$ cat config.mk
export PLATFORM = sky130hd
export DESIGN_NAME = rf_rx_power_override_ctl
export DESIGN_NICKNAME = d
export VERILOG_FILES = /design/src/rf_pwr_pkg.sv /design/src/pwr_decode_cell.sv /design/src/rf_rx_power_override_ctl.sv
export SDC_FILE = /design/constraint.sdc
export NUM_CORES = 1
export LEC_CHECK = 0
export BUFFER_PORTS_ARGS = -buffer_cell sky130_fd_sc_hd__buf_2
export CAP_MARGIN = 20
export CORE_MARGIN = 1.5
export CORE_UTILIZATION = 35
export CTS_CLUSTER_SIZE = 20
export DETAILED_ROUTE_END_ITERATION = 12
export GPL_ROUTABILITY_DRIVEN = 0
export MAX_ROUTING_LAYER = met4
export PLACE_DENSITY = 0.66
export SETUP_SLACK_MARGIN = 0.15
export SLEW_MARGIN = 10
export SYNTH_ARGS = -nofsm -noshare
export SYNTH_HDL_FRONTEND = slang
export SYNTH_SLANG_ARGS = --single-unit
$ cat constraint.sdc
create_clock -name clk -period 1.8 [get_ports clk]
set_input_delay 0.09 -clock clk [delete_from_list [all_inputs] [get_ports clk]]
set_output_delay 0.09 -clock clk [all_outputs]
set_load 0.02 [all_outputs]
$ cat src/rf_pwr_pkg.sv
// Behaviour
// pump bit 0 resets 1, clear forces on
// rx path power-down register at 0x2204
// bit 7 amplifier down; pair decodes modem/up/down
// bit 6 mixer down; decodes like the amplifier
// decoded mixer power-down disables the mixer
// pump bit sits in pll register 0x2203
// modem mode enable follows modem request
package rf_pwr_pkg;

   // register indices; byte address is four times the index
   localparam int IDX_PLL_PD = 32'h0000_2202;
   localparam int IDX_PLL_PU = 32'h0000_2203;
   localparam int IDX_RX_PD  = 32'h0000_2204;
   localparam int IDX_RX_PU  = 32'h0000_2205;
   localparam int IDX_STATUS = 32'h0000_2206;
   localparam int ADDR_W     = 16;
   localparam int BYTES_PER_WORD = 4;

   // byte addresses on the register bus
   localparam logic [ADDR_W-1:0] PLL_PD_ADDR = 16'(IDX_PLL_PD * BYTES_PER_WORD);
   localparam logic [ADDR_W-1:0] PLL_PU_ADDR = 16'(IDX_PLL_PU * BYTES_PER_WORD);
   localparam logic [ADDR_W-1:0] RX_PD_ADDR  = 16'(IDX_RX_PD * BYTES_PER_WORD);
   localparam logic [ADDR_W-1:0] RX_PU_ADDR  = 16'(IDX_RX_PU * BYTES_PER_WORD);
   localparam logic [ADDR_W-1:0] STATUS_ADDR = 16'(IDX_STATUS * BYTES_PER_WORD);

   // field positions
   localparam int PUMP_BIT    = 0;
   localparam int DIV_BIT     = 1;
   localparam int VCO_BIT     = 2;
   localparam int VCOBUF_BIT  = 3;
   localparam int PLL_RST_BIT = 4;
   localparam int MIXBUF_BIT  = 4;
   localparam int BBAMP_BIT   = 5;
   localparam int MIX_BIT     = 6;
   localparam int LNA_BIT     = 7;
   localparam int RX_LSB      = 4;
   localparam int N_PLL       = 4;
   localparam int N_RX        = 4;
   localparam int PLL_PU_W    = 5;

   // reset values
   localparam logic [7:0]          PLL_PD_RST  = 8'h0f;
   localparam logic [PLL_PU_W-1:0] PLL_PU_RST  = 5'h1f;
   localparam logic [2:0]          PLL_PU_RSVD = 3'h7;
   localparam logic [7:0]          RX_PD_RST   = 8'h00;
   localparam logic [7:0]          RX_PU_RST   = 8'h00;

   // power-down / power-up pair encodings
   typedef enum logic [1:0]
   {
      MODE_MODEM   = 2'b11,
      MODE_UP_HI   = 2'b10,
      MODE_DOWN    = 2'b01,
      MODE_UP_LO   = 2'b00
   } pwr_mode_t;

   // circuit enable from a down/up pair and the modem request
   function automatic logic decode_enable(input logic down_bit,
                                          input logic up_bit,
                                          input logic modem_req);
      pwr_mode_t mode;
      mode = pwr_mode_t'({down_bit, up_bit});
      case (mode)
         MODE_MODEM: return modem_req;
         MODE_DOWN:  return 1'b0;
         MODE_UP_HI: return 1'b1;
         MODE_UP_LO: return 1'b1;
         default:    return 1'b1;
      endcase
   endfunction

endpackage

$ cat src/pwr_decode_cell.sv
module pwr_decode_cell (
   // clock and reset
   input  wire logic clk,
   input  wire logic rst,
   // control pair and modem request
   input  wire logic down_bit,
   input  wire logic up_bit,
   input  wire logic modem_req,
   // registered circuit enable
   output logic      en_q
);

   // enable flop: forced state or modem request, one cycle late
   always_ff @(posedge clk)
   begin
      if (rst)
         en_q <= 1'b0;
      else
         en_q <= rf_pwr_pkg::decode_enable(down_bit, up_bit, modem_req);
   end

endmodule

$ cat src/rf_rx_power_override_ctl.sv
module rf_rx_power_override_ctl (
   // clock and reset
   input  wire logic                          clk,
   input  wire logic                          rst,
   // avalon-mm slave
   input  wire logic [rf_pwr_pkg::ADDR_W-1:0] address,
   input  wire logic                          read,
   input  wire logic                          write,
   input  wire logic [31:0]                   writedata,
   input  wire logic [3:0]                    byteenable,
   output logic      [31:0]                   readdata,
   output logic                               waitrequest,
   // modem power requests
   input  wire logic [3:0]                    modem_pll_req,
   input  wire logic [3:0]                    modem_rx_req,
   // circuit enables and pll reset
   output logic      [3:0]                    pll_en,
   output logic      [3:0]                    rx_en,
   output logic                               pll_reset
);

   logic [7:0]                      pll_pd_q;
   logic [rf_pwr_pkg::PLL_PU_W-1:0] pll_pu_q;
   logic [7:0]                      rx_pd_q;
   logic [7:0]                      rx_pu_q;
   logic [7:0]                      rd_mux;
   logic                            req;
   logic                            wr_take;
   logic [3:0]                      pll_modem_mask;
   logic [3:0]                      rx_modem_mask;
   logic                            mix_forced_down;
   logic                            mix_forced_up;
   logic [1:0]                      lna_pair;
   logic [1:0]                      mix_pair;
   logic [1:0]                      pump_pair;

   // request present and write commit strobe
   assign req     = read | write;
   assign wr_take = write & ~waitrequest & byteenable[0];

   // waitrequest drops for one cycle after each new request
   always_ff @(posedge clk)
   begin
      if (rst)
         waitrequest <= 1'b1;
      else
         waitrequest <= ~(req & waitrequest);
   end

   // read data multiplexer; unmapped addresses read zero
   always_comb
   begin
      rd_mux = 8'h00;
      case (address)
         rf_pwr_pkg::PLL_PD_ADDR: rd_mux = pll_pd_q;
         rf_pwr_pkg::PLL_PU_ADDR: rd_mux = {rf_pwr_pkg::PLL_PU_RSVD, pll_pu_q};
         rf_pwr_pkg::RX_PD_ADDR:  rd_mux = rx_pd_q;
         rf_pwr_pkg::RX_PU_ADDR:  rd_mux = rx_pu_q;
         rf_pwr_pkg::STATUS_ADDR: rd_mux = {rx_en, pll_en};
         default:                 rd_mux = 8'h00;
      endcase
   end

   // read data captured while waitrequest is still high
   always_ff @(posedge clk)
   begin
      if (rst)
         readdata <= 32'h0000_0000;
      else if (read & waitrequest)
         readdata <= {24'h00_0000, rd_mux};
   end

   // pll power-down register
   always_ff @(posedge clk)
   begin
      if (rst)
         pll_pd_q <= rf_pwr_pkg::PLL_PD_RST;
      else if (wr_take && address == rf_pwr_pkg::PLL_PD_ADDR)
         pll_pd_q <= writedata[7:0];
   end

   // pll power-up register; top bits reserved and fixed
   always_ff @(posedge clk)
   begin
      if (rst)
         pll_pu_q <= rf_pwr_pkg::PLL_PU_RST;
      else if (wr_take && address == rf_pwr_pkg::PLL_PU_ADDR)
         pll_pu_q <= writedata[rf_pwr_pkg::PLL_PU_W-1:0];
   end

   // rx path power-down register
   always_ff @(posedge clk)
   begin
      if (rst)
         rx_pd_q <= rf_pwr_pkg::RX_PD_RST;
      else if (wr_take && address == rf_pwr_pkg::RX_PD_ADDR)
         rx_pd_q <= writedata[7:0];
   end

   // rx path power-up register
   always_ff @(posedge clk)
   begin
      if (rst)
         rx_pu_q <= rf_pwr_pkg::RX_PU_RST;
      else if (wr_take && address == rf_pwr_pkg::RX_PU_ADDR)
         rx_pu_q <= writedata[7:0];
   end

   // pll reset held while its clear bit is one
   always_ff @(posedge clk)
   begin
      if (rst)
         pll_reset <= 1'b1;
      else
         pll_reset <= pll_pu_q[rf_pwr_pkg::PLL_RST_BIT];
   end

   // pll circuits: pump, divider, oscillator, oscillator buffer
   generate
      for (genvar i = 0; i < rf_pwr_pkg::N_PLL; i++)
      begin : g_pll
         pwr_decode_cell u_cell (
            .clk       (clk),
            .rst       (rst),
            .down_bit  (pll_pd_q[i]),
            .up_bit    (pll_pu_q[i]),
            .modem_req (modem_pll_req[i]),
            .en_q      (pll_en[i])
         );
      end
   endgenerate

   // rx circuits: mixer buffer, baseband amp, mixer, amplifier
   generate
      for (genvar j = 0; j < rf_pwr_pkg::N_RX; j++)
      begin : g_rx
         pwr_decode_cell u_cell (
            .clk       (clk),
            .rst       (rst),
            .down_bit  (rx_pd_q[rf_pwr_pkg::RX_LSB + j]),
            .up_bit    (rx_pu_q[rf_pwr_pkg::RX_LSB + j]),
            .modem_req (modem_rx_req[j]),
            .en_q      (rx_en[j])
         );
      end
   endgenerate

   // helper terms read only by the checks below
   assign pll_modem_mask  = pll_pd_q[3:0] & pll_pu_q[3:0];
   assign rx_modem_mask   = rx_pd_q[7:4] & rx_pu_q[7:4];
   assign mix_forced_down = ~rx_pd_q[rf_pwr_pkg::MIX_BIT] & rx_pu_q[rf_pwr_pkg::MIX_BIT];
   assign mix_forced_up   = rx_pd_q[rf_pwr_pkg::MIX_BIT] & ~rx_pu_q[rf_pwr_pkg::MIX_BIT];
   assign lna_pair        = {rx_pd_q[rf_pwr_pkg::LNA_BIT], rx_pu_q[rf_pwr_pkg::LNA_BIT]};
   assign mix_pair        = {rx_pd_q[rf_pwr_pkg::MIX_BIT], rx_pu_q[rf_pwr_pkg::MIX_BIT]};
   assign pump_pair       = {pll_pd_q[rf_pwr_pkg::PUMP_BIT], pll_pu_q[rf_pwr_pkg::PUMP_BIT]};

   // pump held on whenever its power-up bit was zero
   property p_pump_forced_up;
      @(posedge clk) disable iff (rst)
      (!$past(rst) && !$past(pll_pu_q[rf_pwr_pkg::PUMP_BIT]))
         |-> pll_en[rf_pwr_pkg::PUMP_BIT];
   endproperty
   a_pump_forced_up: assert property (p_pump_forced_up)
      else $error("pump not powered up with its up bit clear");

   // rx power-down register reads back what was stored
   property p_rx_pd_readback;
      @(posedge clk) disable iff (rst)
      (read && !waitrequest && address == rf_pwr_pkg::RX_PD_ADDR)
         |-> readdata == {24'h00_0000, rx_pd_q};
   endproperty
   a_rx_pd_readback: assert property (p_rx_pd_readback)
      else $error("rx power-down register read mismatch");

   // amplifier enable follows the truth table one cycle on
   property p_lna_decode;
      @(posedge clk) disable iff (rst)
      !$past(rst) |-> rx_en[rf_pwr_pkg::LNA_BIT - rf_pwr_pkg::RX_LSB]
         == (($past(lna_pair) == rf_pwr_pkg::MODE_MODEM)
             ? $past(modem_rx_req[rf_pwr_pkg::LNA_BIT - rf_pwr_pkg::RX_LSB])
             : ($past(lna_pair) != rf_pwr_pkg::MODE_DOWN));
   endproperty
   a_lna_decode: assert property (p_lna_decode)
      else $error("amplifier enable does not match its decode");

   // mixer forced up stays on for as long as the pair holds
   property p_mix_forced_up;
      @(posedge clk) disable iff (rst)
      (mix_forced_up [*2]) |-> rx_en[rf_pwr_pkg::MIX_BIT - rf_pwr_pkg::RX_LSB];
   endproperty
   a_mix_forced_up: assert property (p_mix_forced_up)
      else $error("mixer not powered up while forced up");

   // mixer disabled in the cycle after a decoded power-down
   property p_mix_off;
      @(posedge clk) disable iff (rst)
      (!$past(rst) && $past(mix_forced_down))
         |-> !rx_en[rf_pwr_pkg::MIX_BIT - rf_pwr_pkg::RX_LSB];
   endproperty
   a_mix_off: assert property (p_mix_off)
      else $error("mixer enabled while decoded power-down");

   // pll register reads reserved ones above the five fields
   property p_pll_pu_readback;
      @(posedge clk) disable iff (rst)
      (read && !waitrequest && address == rf_pwr_pkg::PLL_PU_ADDR)
         |-> (readdata[7:5] == rf_pwr_pkg::PLL_PU_RSVD
              && readdata[rf_pwr_pkg::PLL_PU_W-1:0] == pll_pu_q);
   endproperty
   a_pll_pu_readback: assert property (p_pll_pu_readback)
      else $error("pll power-up register read mismatch");

   // modem-controlled circuits follow their requests
   property p_modem_follow;
      @(posedge clk) disable iff (rst)
      !$past(rst) |->
         ((pll_en & $past(pll_modem_mask)) == ($past(modem_pll_req) & $past(pll_modem_mask)))
         && ((rx_en & $past(rx_modem_mask)) == ($past(modem_rx_req) & $past(rx_modem_mask)));
   endproperty
   a_modem_follow: assert property (p_modem_follow)
      else $error("modem-controlled enable ignored its request");

   // every request answered in the cycle after it is seen
   property p_bus_answer;
      @(posedge clk) disable iff (rst)
      (req && waitrequest) |=> !waitrequest ##1 waitrequest;
   endproperty
   a_bus_answer: assert property (p_bus_answer)
      else $error("waitrequest did not answer in one cycle");

   // writes to the rx power-down register land on the next cycle
   property p_rx_pd_write;
      @(posedge clk) disable iff (rst)
      (wr_take && address == rf_pwr_pkg::RX_PD_ADDR)
         |=> rx_pd_q == $past(writedata[7:0]);
   endproperty
   a_rx_pd_write: assert property (p_rx_pd_write)
      else $error("rx power-down write not stored");

   // mixer enable follows the truth table one cycle on
   property p_mix_decode;
      @(posedge clk) disable iff (rst)
      !$past(rst) |-> rx_en[rf_pwr_pkg::MIX_BIT - rf_pwr_pkg::RX_LSB]
         == (($past(mix_pair) == rf_pwr_pkg::MODE_MODEM)
             ? $past(modem_rx_req[rf_pwr_pkg::MIX_BIT - rf_pwr_pkg::RX_LSB])
             : ($past(mix_pair) != rf_pwr_pkg::MODE_DOWN));
   endproperty
   a_mix_decode: assert property (p_mix_decode)
      else $error("mixer enable does not match its pair");

   // pump enable follows the truth table one cycle on
   property p_pump_decode;
      @(posedge clk) disable iff (rst)
      !$past(rst) |-> pll_en[rf_pwr_pkg::PUMP_BIT]
         == (($past(pump_pair) == rf_pwr_pkg::MODE_MODEM)
             ? $past(modem_pll_req[rf_pwr_pkg::PUMP_BIT])
             : ($past(pump_pair) != rf_pwr_pkg::MODE_DOWN));
   endproperty
   a_pump_decode: assert property (p_pump_decode)
      else $error("pump enable does not match its pair");

   // pll reset mirrors its stored clear bit one cycle on
   property p_pll_reset_follow;
      @(posedge clk) disable iff (rst)
      !$past(rst) |-> pll_reset == $past(pll_pu_q[rf_pwr_pkg::PLL_RST_BIT]);
   endproperty
   a_pll_reset_follow: assert property (p_pll_reset_follow)
      else $error("pll reset does not follow its clear bit");

   // a write with the low byte lane off leaves the registers alone
   property p_masked_write;
      @(posedge clk) disable iff (rst)
      (write && !waitrequest && !byteenable[0])
         |=> $stable(rx_pd_q) && $stable(rx_pu_q)
             && $stable(pll_pd_q) && $stable(pll_pu_q);
   endproperty
   a_masked_write: assert property (p_masked_write)
      else $error("masked write changed a register");

   // status word reads the enables as they stood when the read was taken
   property p_status_readback;
      @(posedge clk) disable iff (rst)
      (!$past(rst) && read && !waitrequest && address == rf_pwr_pkg::STATUS_ADDR)
         |-> readdata == {24'h00_0000, $past(rx_en), $past(pll_en)};
   endproperty
   a_status_readback: assert property (p_status_readback)
      else $error("status register read mismatch");

   // waitrequest stays high while no request is seen
   property p_idle_wait;
      @(posedge clk) disable iff (rst)
      (!$past(rst) && !$past(req)) |-> waitrequest;
   endproperty
   a_idle_wait: assert property (p_idle_wait)
      else $error("waitrequest low without a request");

   // amplifier under modem control toggles
   c_lna_modem: cover property (@(posedge clk) disable iff (rst)
      rx_modem_mask[3] && rx_en[3] ##1 rx_modem_mask[3] && !rx_en[3]);

   // mixer forced down after being on
   c_mix_down: cover property (@(posedge clk) disable iff (rst)
      rx_en[2] ##1 mix_forced_down ##1 !rx_en[2]);

   // pump forced up by clearing its up bit
   c_pump_up: cover property (@(posedge clk) disable iff (rst)
      !pll_pu_q[rf_pwr_pkg::PUMP_BIT] ##1 pll_en[rf_pwr_pkg::PUMP_BIT]);

   // a register write accepted
   c_write: cover property (@(posedge clk) disable iff (rst)
      write && !waitrequest);

   // the status word read back
   c_status_read: cover property (@(posedge clk) disable iff (rst)
      read && !waitrequest && address == rf_pwr_pkg::STATUS_ADDR);

endmodule

==> flow_summary.yaml, run 1 <==
cts:
  cts.reportedPaths.clkPinSlew_ns: 0.09
  cts_max_level: 2
  insertion_delay_ns: 0.30
  cts_buffer_depth: 2
  cts_tree: "done"
  numCtsBuffers: 5
  root_buffer: "clkbuf_8"
  numClockSinks: 47
detailed_routing:
  wl_um: 5313
  ant_nets: 0
  wl_per_cell_um: 14.21
  drt-initial-drc-count: 106
  viasPerCell: 4.963
  first_pass_iters: 4
  route.detailed.drc: 0
  vias: 1856
logic_synthesis:
  syn_area_mm2: 0.002227
  ys_warn_count: 0
  synth-async-reset-ratio_pct: 0
  synth_top_area_cell: "dfxtp_1"
  synthFlopType: "dfxtp_1"
  synth-seq-area-share_pct: 42.25
  netlist_instances: 230
  yosysUniqueCellTypes: 32
  synth_area_per_cell_um2: 9.683
  synth_top_area_share_pct: 42.25
  synth_seq_cells: 47
  ys_top_cells_by_area: "dfxtp_1 42%, mux2i_1 13%, buf_4 11%"
  synth-edff-count: 0
critical_path:
  start_kind: "flip-flop"
  crit_path_end_kind: "flip-flop"
  arrival_ns: 1.79
  crit_required_ns: 1.98
  crit_chain: "nand3b_1, nor4_4, and3b_2, buf_6, mux2i_1, nor2_1"
  worstPathMaxFanout: 4
  slowest_stage: "dfxtp_2"
  path_class: "flip-flop to flip-flop"
  max_stage_delay_ns: 0.33
flow_run:
  drv_cap: 0
global_route:
  overflow: 0
  antenna_found_initial: 0
  grt_usage_pct: 17.01
  grt_pass1_wl_um: 8307
  grt_max_degree: 30
  grt_pass1_vias: 1657
cells_and_area:
  drive_gt1_share_pct: 32.78
  syn_to_final_growth_pct: 21.69
  antenna_cells: 0
  fillers: 614
  nNetsFinal: 363
floorplanning:
  dieArea_mm2: 0.006851
  pin_count: 106
  rows: 28
  die_width_um: 82.77
  start_util_pct: 36.96
  core_mm2: 0.006026
  die_y_um: 82.77
sta:
  finalCriticalPeriod_ns: 1.602
  final.period_utilization_pct: 89.03
  clock.fmax_ghz: 0.6240
  final-setup-viol-count: 0
  setup-tns-final_ns: 0
  tightest_slew_ns: 0.5562
  setup_slack_ns: 0.1975
  relSlewSlack_pct: 62.88
  drv_slew: 0
  finalHoldViolCount: 0
  finalClockSkew_ns: 0.01185
  rsz0062_at_grt: "yes"
run_status:
  status: "finished, final reports clean"
power:
  leakagePower_nw: 1.258
  total_power_mw: 1.958
  power_density_mw_per_mm2: 722.6
  peakVddDrop_mv: 0.2898
placement:
  dp_slack_ns: -0.1147
  io_buffers: 54
  hpwl_um: 3773
hold_path:
  holdCritPathClass: "input pin to flip-flop"
-- logic make-up after synthesis --
family                 share of synthesized area (%)
AND/OR/NAND/NOR                                18.20
flip-flops                                     42.25
AO/OA/AOI/OAI                                  12.87
buffers and inverters                          13.48
multiplexers                                   13.03
other                                         0.1684
-- synthesized netlist by cell type, types with 3 or more instances --
master,instances
clkbuf_1,5
a22oi_1,4
mux2i_1,29
a221oi_1,6
a22o_1,4
nor4_4,4
a21oi_1,21
dfxtp_1,47
nor2_1,22
or4b_1,3
buf_4,34
o21ai_0,8
nand2_1,20
-- through the flow --
step / cells / utilization [%] / hold WS, ns / area [µm²]
floorplan: 253 / - / 0.2059 / 2325
global placement: 364 / 42.71 / 0.3150 / 2574
detailed placement: 364 / 42.71 / 0.3211 / 2574
CTS: 371 / 44.17 / 0.0006576 / 2661
global route: 374 / 44.98 / 0.03611 / 2710
finish: 374 / 44.98 / 0.03763 / 2710
-- layout make-up --
type / instances / area, µm² / area share, %
Inverter: 1 / 3.754 / 0.1385
Sequential cell: 47 / 942.2 / 34.76
Clock buffer: 6 / 82.58 / 3.047
Timing Repair Buffer: 80 / 490.5 / 18.10
Clock inverter: 1 / 5.005 / 0.1847
Multi-Input combinational cell: 164 / 1092 / 40.30
Tap cell: 75 / 93.84 / 3.463
-- path summary, 6_finish.rpt --
check | start | to | slack, ns | depth (start not counted)
worst max-delay path | waitrequest$_SDFF_PP1_ | rx_pd_q[5]$_SDFFE_PP0P_ | 0.20 | 6
worst min register to register | pll_pu_q[3]$_SDFFE_PP1P_ | g_pll[3].u_cell.en_q$_SDFF_PP0_ | 0.46 | 1
worst max register to register | waitrequest$_SDFF_PP1_ | rx_pd_q[5]$_SDFFE_PP0P_ | 0.20 | 6
worst min-delay path | modem_rx_req[3] | g_rx[3].u_cell.en_q$_SDFF_PP0_ | 0.04 | 3
-- registers in the layout, indices dropped and copies added, names as in the netlist, 4 cells and up --
register / flops
rx_pd_q: 8
g_pll.u_cell.en_q: 4
g_rx.u_cell.en_q: 4
readdata: 8
pll_pu_q: 5
rx_pu_q: 8
pll_pd_q: 8
-- where the power goes --
group	switching [mW]	total [mW]	leakage [nW]	internal (mW)
sequential	0.0120	1.07	0.383	1.06
clock	0.334	0.636	0.0470	0.302
combinational	0.163	0.247	0.828	0.0841
total	0.510	1.96	1.26	1.45
-- cells in the final DEF (no fill, tap or decap), drive strengths merged, types with 7 or more instances in the layout --
cell   count
nand2     20
dfxtp     47
nor2      22
buf       78
a21oi     21
conb      24
mux2i     29
o21ai      8
nor4       7
-- worst max-delay path: cells and delay by family, from the launching register on --
kind / cells / cell delay [ns]
buffers and inverters: 1 / 0.13
flip-flops: 1 / 0.33
AND/OR/NAND/NOR: 4 / 0.81
multiplexers: 1 / 0.21
-- metal layers --
layer	up-vias	track usage [%]	share of wire (%)	routed length [µm]
li1	901	-	-	-
met2	77	25.45	47	2474
met3	5	3.607	6.8	361
met5	-	-	0	0
met4	0	4.000	0.90	48
met1	873	23.51	46	2429
-- what timing repair did --
| action | in CTS | in global routing |
|---|---|---|
| endpoints found under the setup margin | 0 | 19 |
| setup buffers | 0 | 1 |
| gates resized for setup | 0 | 6 |
| hold buffers | 0 | 2 |
| endpoints found under the hold margin | 0 | 1 |
Note: power is estimated with default switching activity, not from simulation.
==> inputs of run 2 (changes only) <==
HOLD_SLACK_MARGIN = 0.05   (was default)
SLEW_MARGIN = default   (was 10)
==> run 2 against run 1 <==
Worst setup slack better by 0.018 ns. Design area is 2.6% higher. Register-to-register slack gained 0.02 ns. Die area is the same. Sequential cell count unchanged. Critical path depth grew 1. Utilization up 1.2 points. Clock skew shrank 0.0060 ns. Combinational power is 5% higher. Global-route usage is 0.17 points higher. Total power increased by 0.37%. Largest power group unchanged.
==> flow_summary.yaml, run 2 (synthesis gave the netlist of run 1 again) <==
detailed_routing:
  route.detailed.drc: 0
  first_pass_iters: 4
  wl_per_cell_um: 13.95
  drt-initial-drc-count: 107
  wl_um: 5316
  ant_nets: 0
  viasPerCell: 4.955
  vias: 1888
floorplanning:
  core_mm2: 0.006026
  die_y_um: 82.77
  rows: 28
  dieArea_mm2: 0.006851
  pin_count: 106
  start_util_pct: 36.96
  die_width_um: 82.77
critical_path:
  reg2regPathDepth: 6
  worstPathMaxFanout: 4
  crit_start: "address[9]"
  crit_path_end_kind: "flip-flop"
  arrival_ns: 1.77
  path_class: "input pin to flip-flop"
  timing.rr.end: "rx_pd_q[5]$_SDFFE_PP0P_"
  crit_required_ns: 1.99
  reg2reg_slack_ns: 0.22
  start_kind: "input pin"
  reg2reg_from: "waitrequest$_SDFF_PP1_"
sta:
  setup_slack_ns: 0.2150
  final.period_utilization_pct: 88.05
  rsz0062_at_grt: "yes"
  finalClockSkew_ns: 0.005829
  finalHoldViolCount: 0
  timing.hold.ws_ns: 0.06119
  drv_slew: 0
  clock.fmax_ghz: 0.6309
  finalCriticalPeriod_ns: 1.585
  tightest_slew_ns: 0.5546
  setup-tns-final_ns: 0
  relSlewSlack_pct: 62.98
  final-setup-viol-count: 0
cts:
  numCtsBuffers: 5
  cts_tree: "done"
  insertion_delay_ns: 0.29
  numClockSinks: 47
  cts_max_level: 2
  cts.reportedPaths.clkPinSlew_ns: 0.08
  root_buffer: "clkbuf_8"
  cts_buffer_depth: 2
cells_and_area:
  layout_commonest_cell: "buf_2"
  drive_gt1_share_pct: 32.03
  utilization_pct: 46.14
  final_cell_mix: "54 x buf_2, 46 x dfxtp_1, 29 x mux2i_1"
  nNetsFinal: 370
  syn_to_final_growth_pct: 24.83
  antenna_cells: 0
placement:
  hpwl_um: 3773
  io_buffers: 54
  dp_slack_ns: -0.1147
power:
  leakagePower_nw: 1.287
  peakVddDrop_mv: 0.2918
  power_density_mw_per_mm2: 707.0
global_route:
  grt_max_degree: 30
  antenna_found_initial: 0
  overflow: 0
  grt_pass1_vias: 1689
  grt_pass1_wl_um: 8404
  grt_usage_pct: 17.18
flow_run:
  drv_cap: 0
hold_path:
  hp-start: "modem_pll_req[2]"
  min_to: "g_pll[2].u_cell.en_q$_SDFF_PP0_"
  hold_path_depth: 3
  holdCritPathClass: "input pin to flip-flop"
run_status:
  status: "finished, final reports clean"
-- run 2: per-stage QoR --
step                      power [mW]  std cells  instance area [µm²]
after global routing           2.062        381                 2780
after detailed placement       1.338        364                 2574
after global placement         1.334        364                 2574
after floorplan                1.288        253                 2325
final                          1.965        381                 2780
after CTS                      1.974        380                 2751
-- run 2: worst max-delay path by stage --
stage | cells past startpoint | slack (ns) | to
6_report | 7 | 0.22 | rx_pd_q[5]$_SDFFE_PP0P_
5_1_grt | 6 | 0.11 | rx_pd_q[5]$_SDFFE_PP0P_
4_1_cts | 6 | 0.16 | rx_pd_q[5]$_SDFFE_PP0P_
3_5_place_dp | 7 | -0.11 | rx_pd_q[5]$_SDFFE_PP0P_
3_3_place_gp | 7 | -0.06 | rx_pd_q[5]$_SDFFE_PP0P_
2_1_floorplan | 7 | -0.07 | pll_pd_q[0]$_SDFFE_PP1P_
-- run 2: report_power, final --
group	switching, mW	internal [mW]
Sequential	0.0119	1.06
Clock	0.331	0.302
Combinational	0.165	0.0939
-- run 2: repair_timing --
item | in CTS | in global routing
setup buffers | 0 | 1
endpoints found under the hold margin | 8 | 0
hold buffers | 9 | 0
endpoints found under the setup margin | 0 | 19
resized for setup | 0 | 6
-- run 2: metal layers --
metal	global-route usage (%)	routed length, µm	vias to the layer above	share of wire, %
met4	4.000	48	0	0.90
met5	-	0	-	0
met1	23.71	2398	882	45
met2	25.77	2489	86	47
li1	-	-	915	-
met3	3.607	379	5	7.1
-- run 2: area by class of cell --
type                       instances  area [µm²]
clock buffer                       6       82.58
sequential                        47       942.2
fill                             614        3246
multi-input combinational        164        1092
timing repair buffer              87       560.5
tap                               75       93.84
clock inverter                     1       5.005
inverter                           1       3.754
-- run 2: critical path: stages --
cell	delay, ns
buf_2	0.10
or4b_4	0.59
nor4_4	0.35
and3b_2	0.26
buf_6	0.13
mux2i_1	0.21
nor2_1	0.05
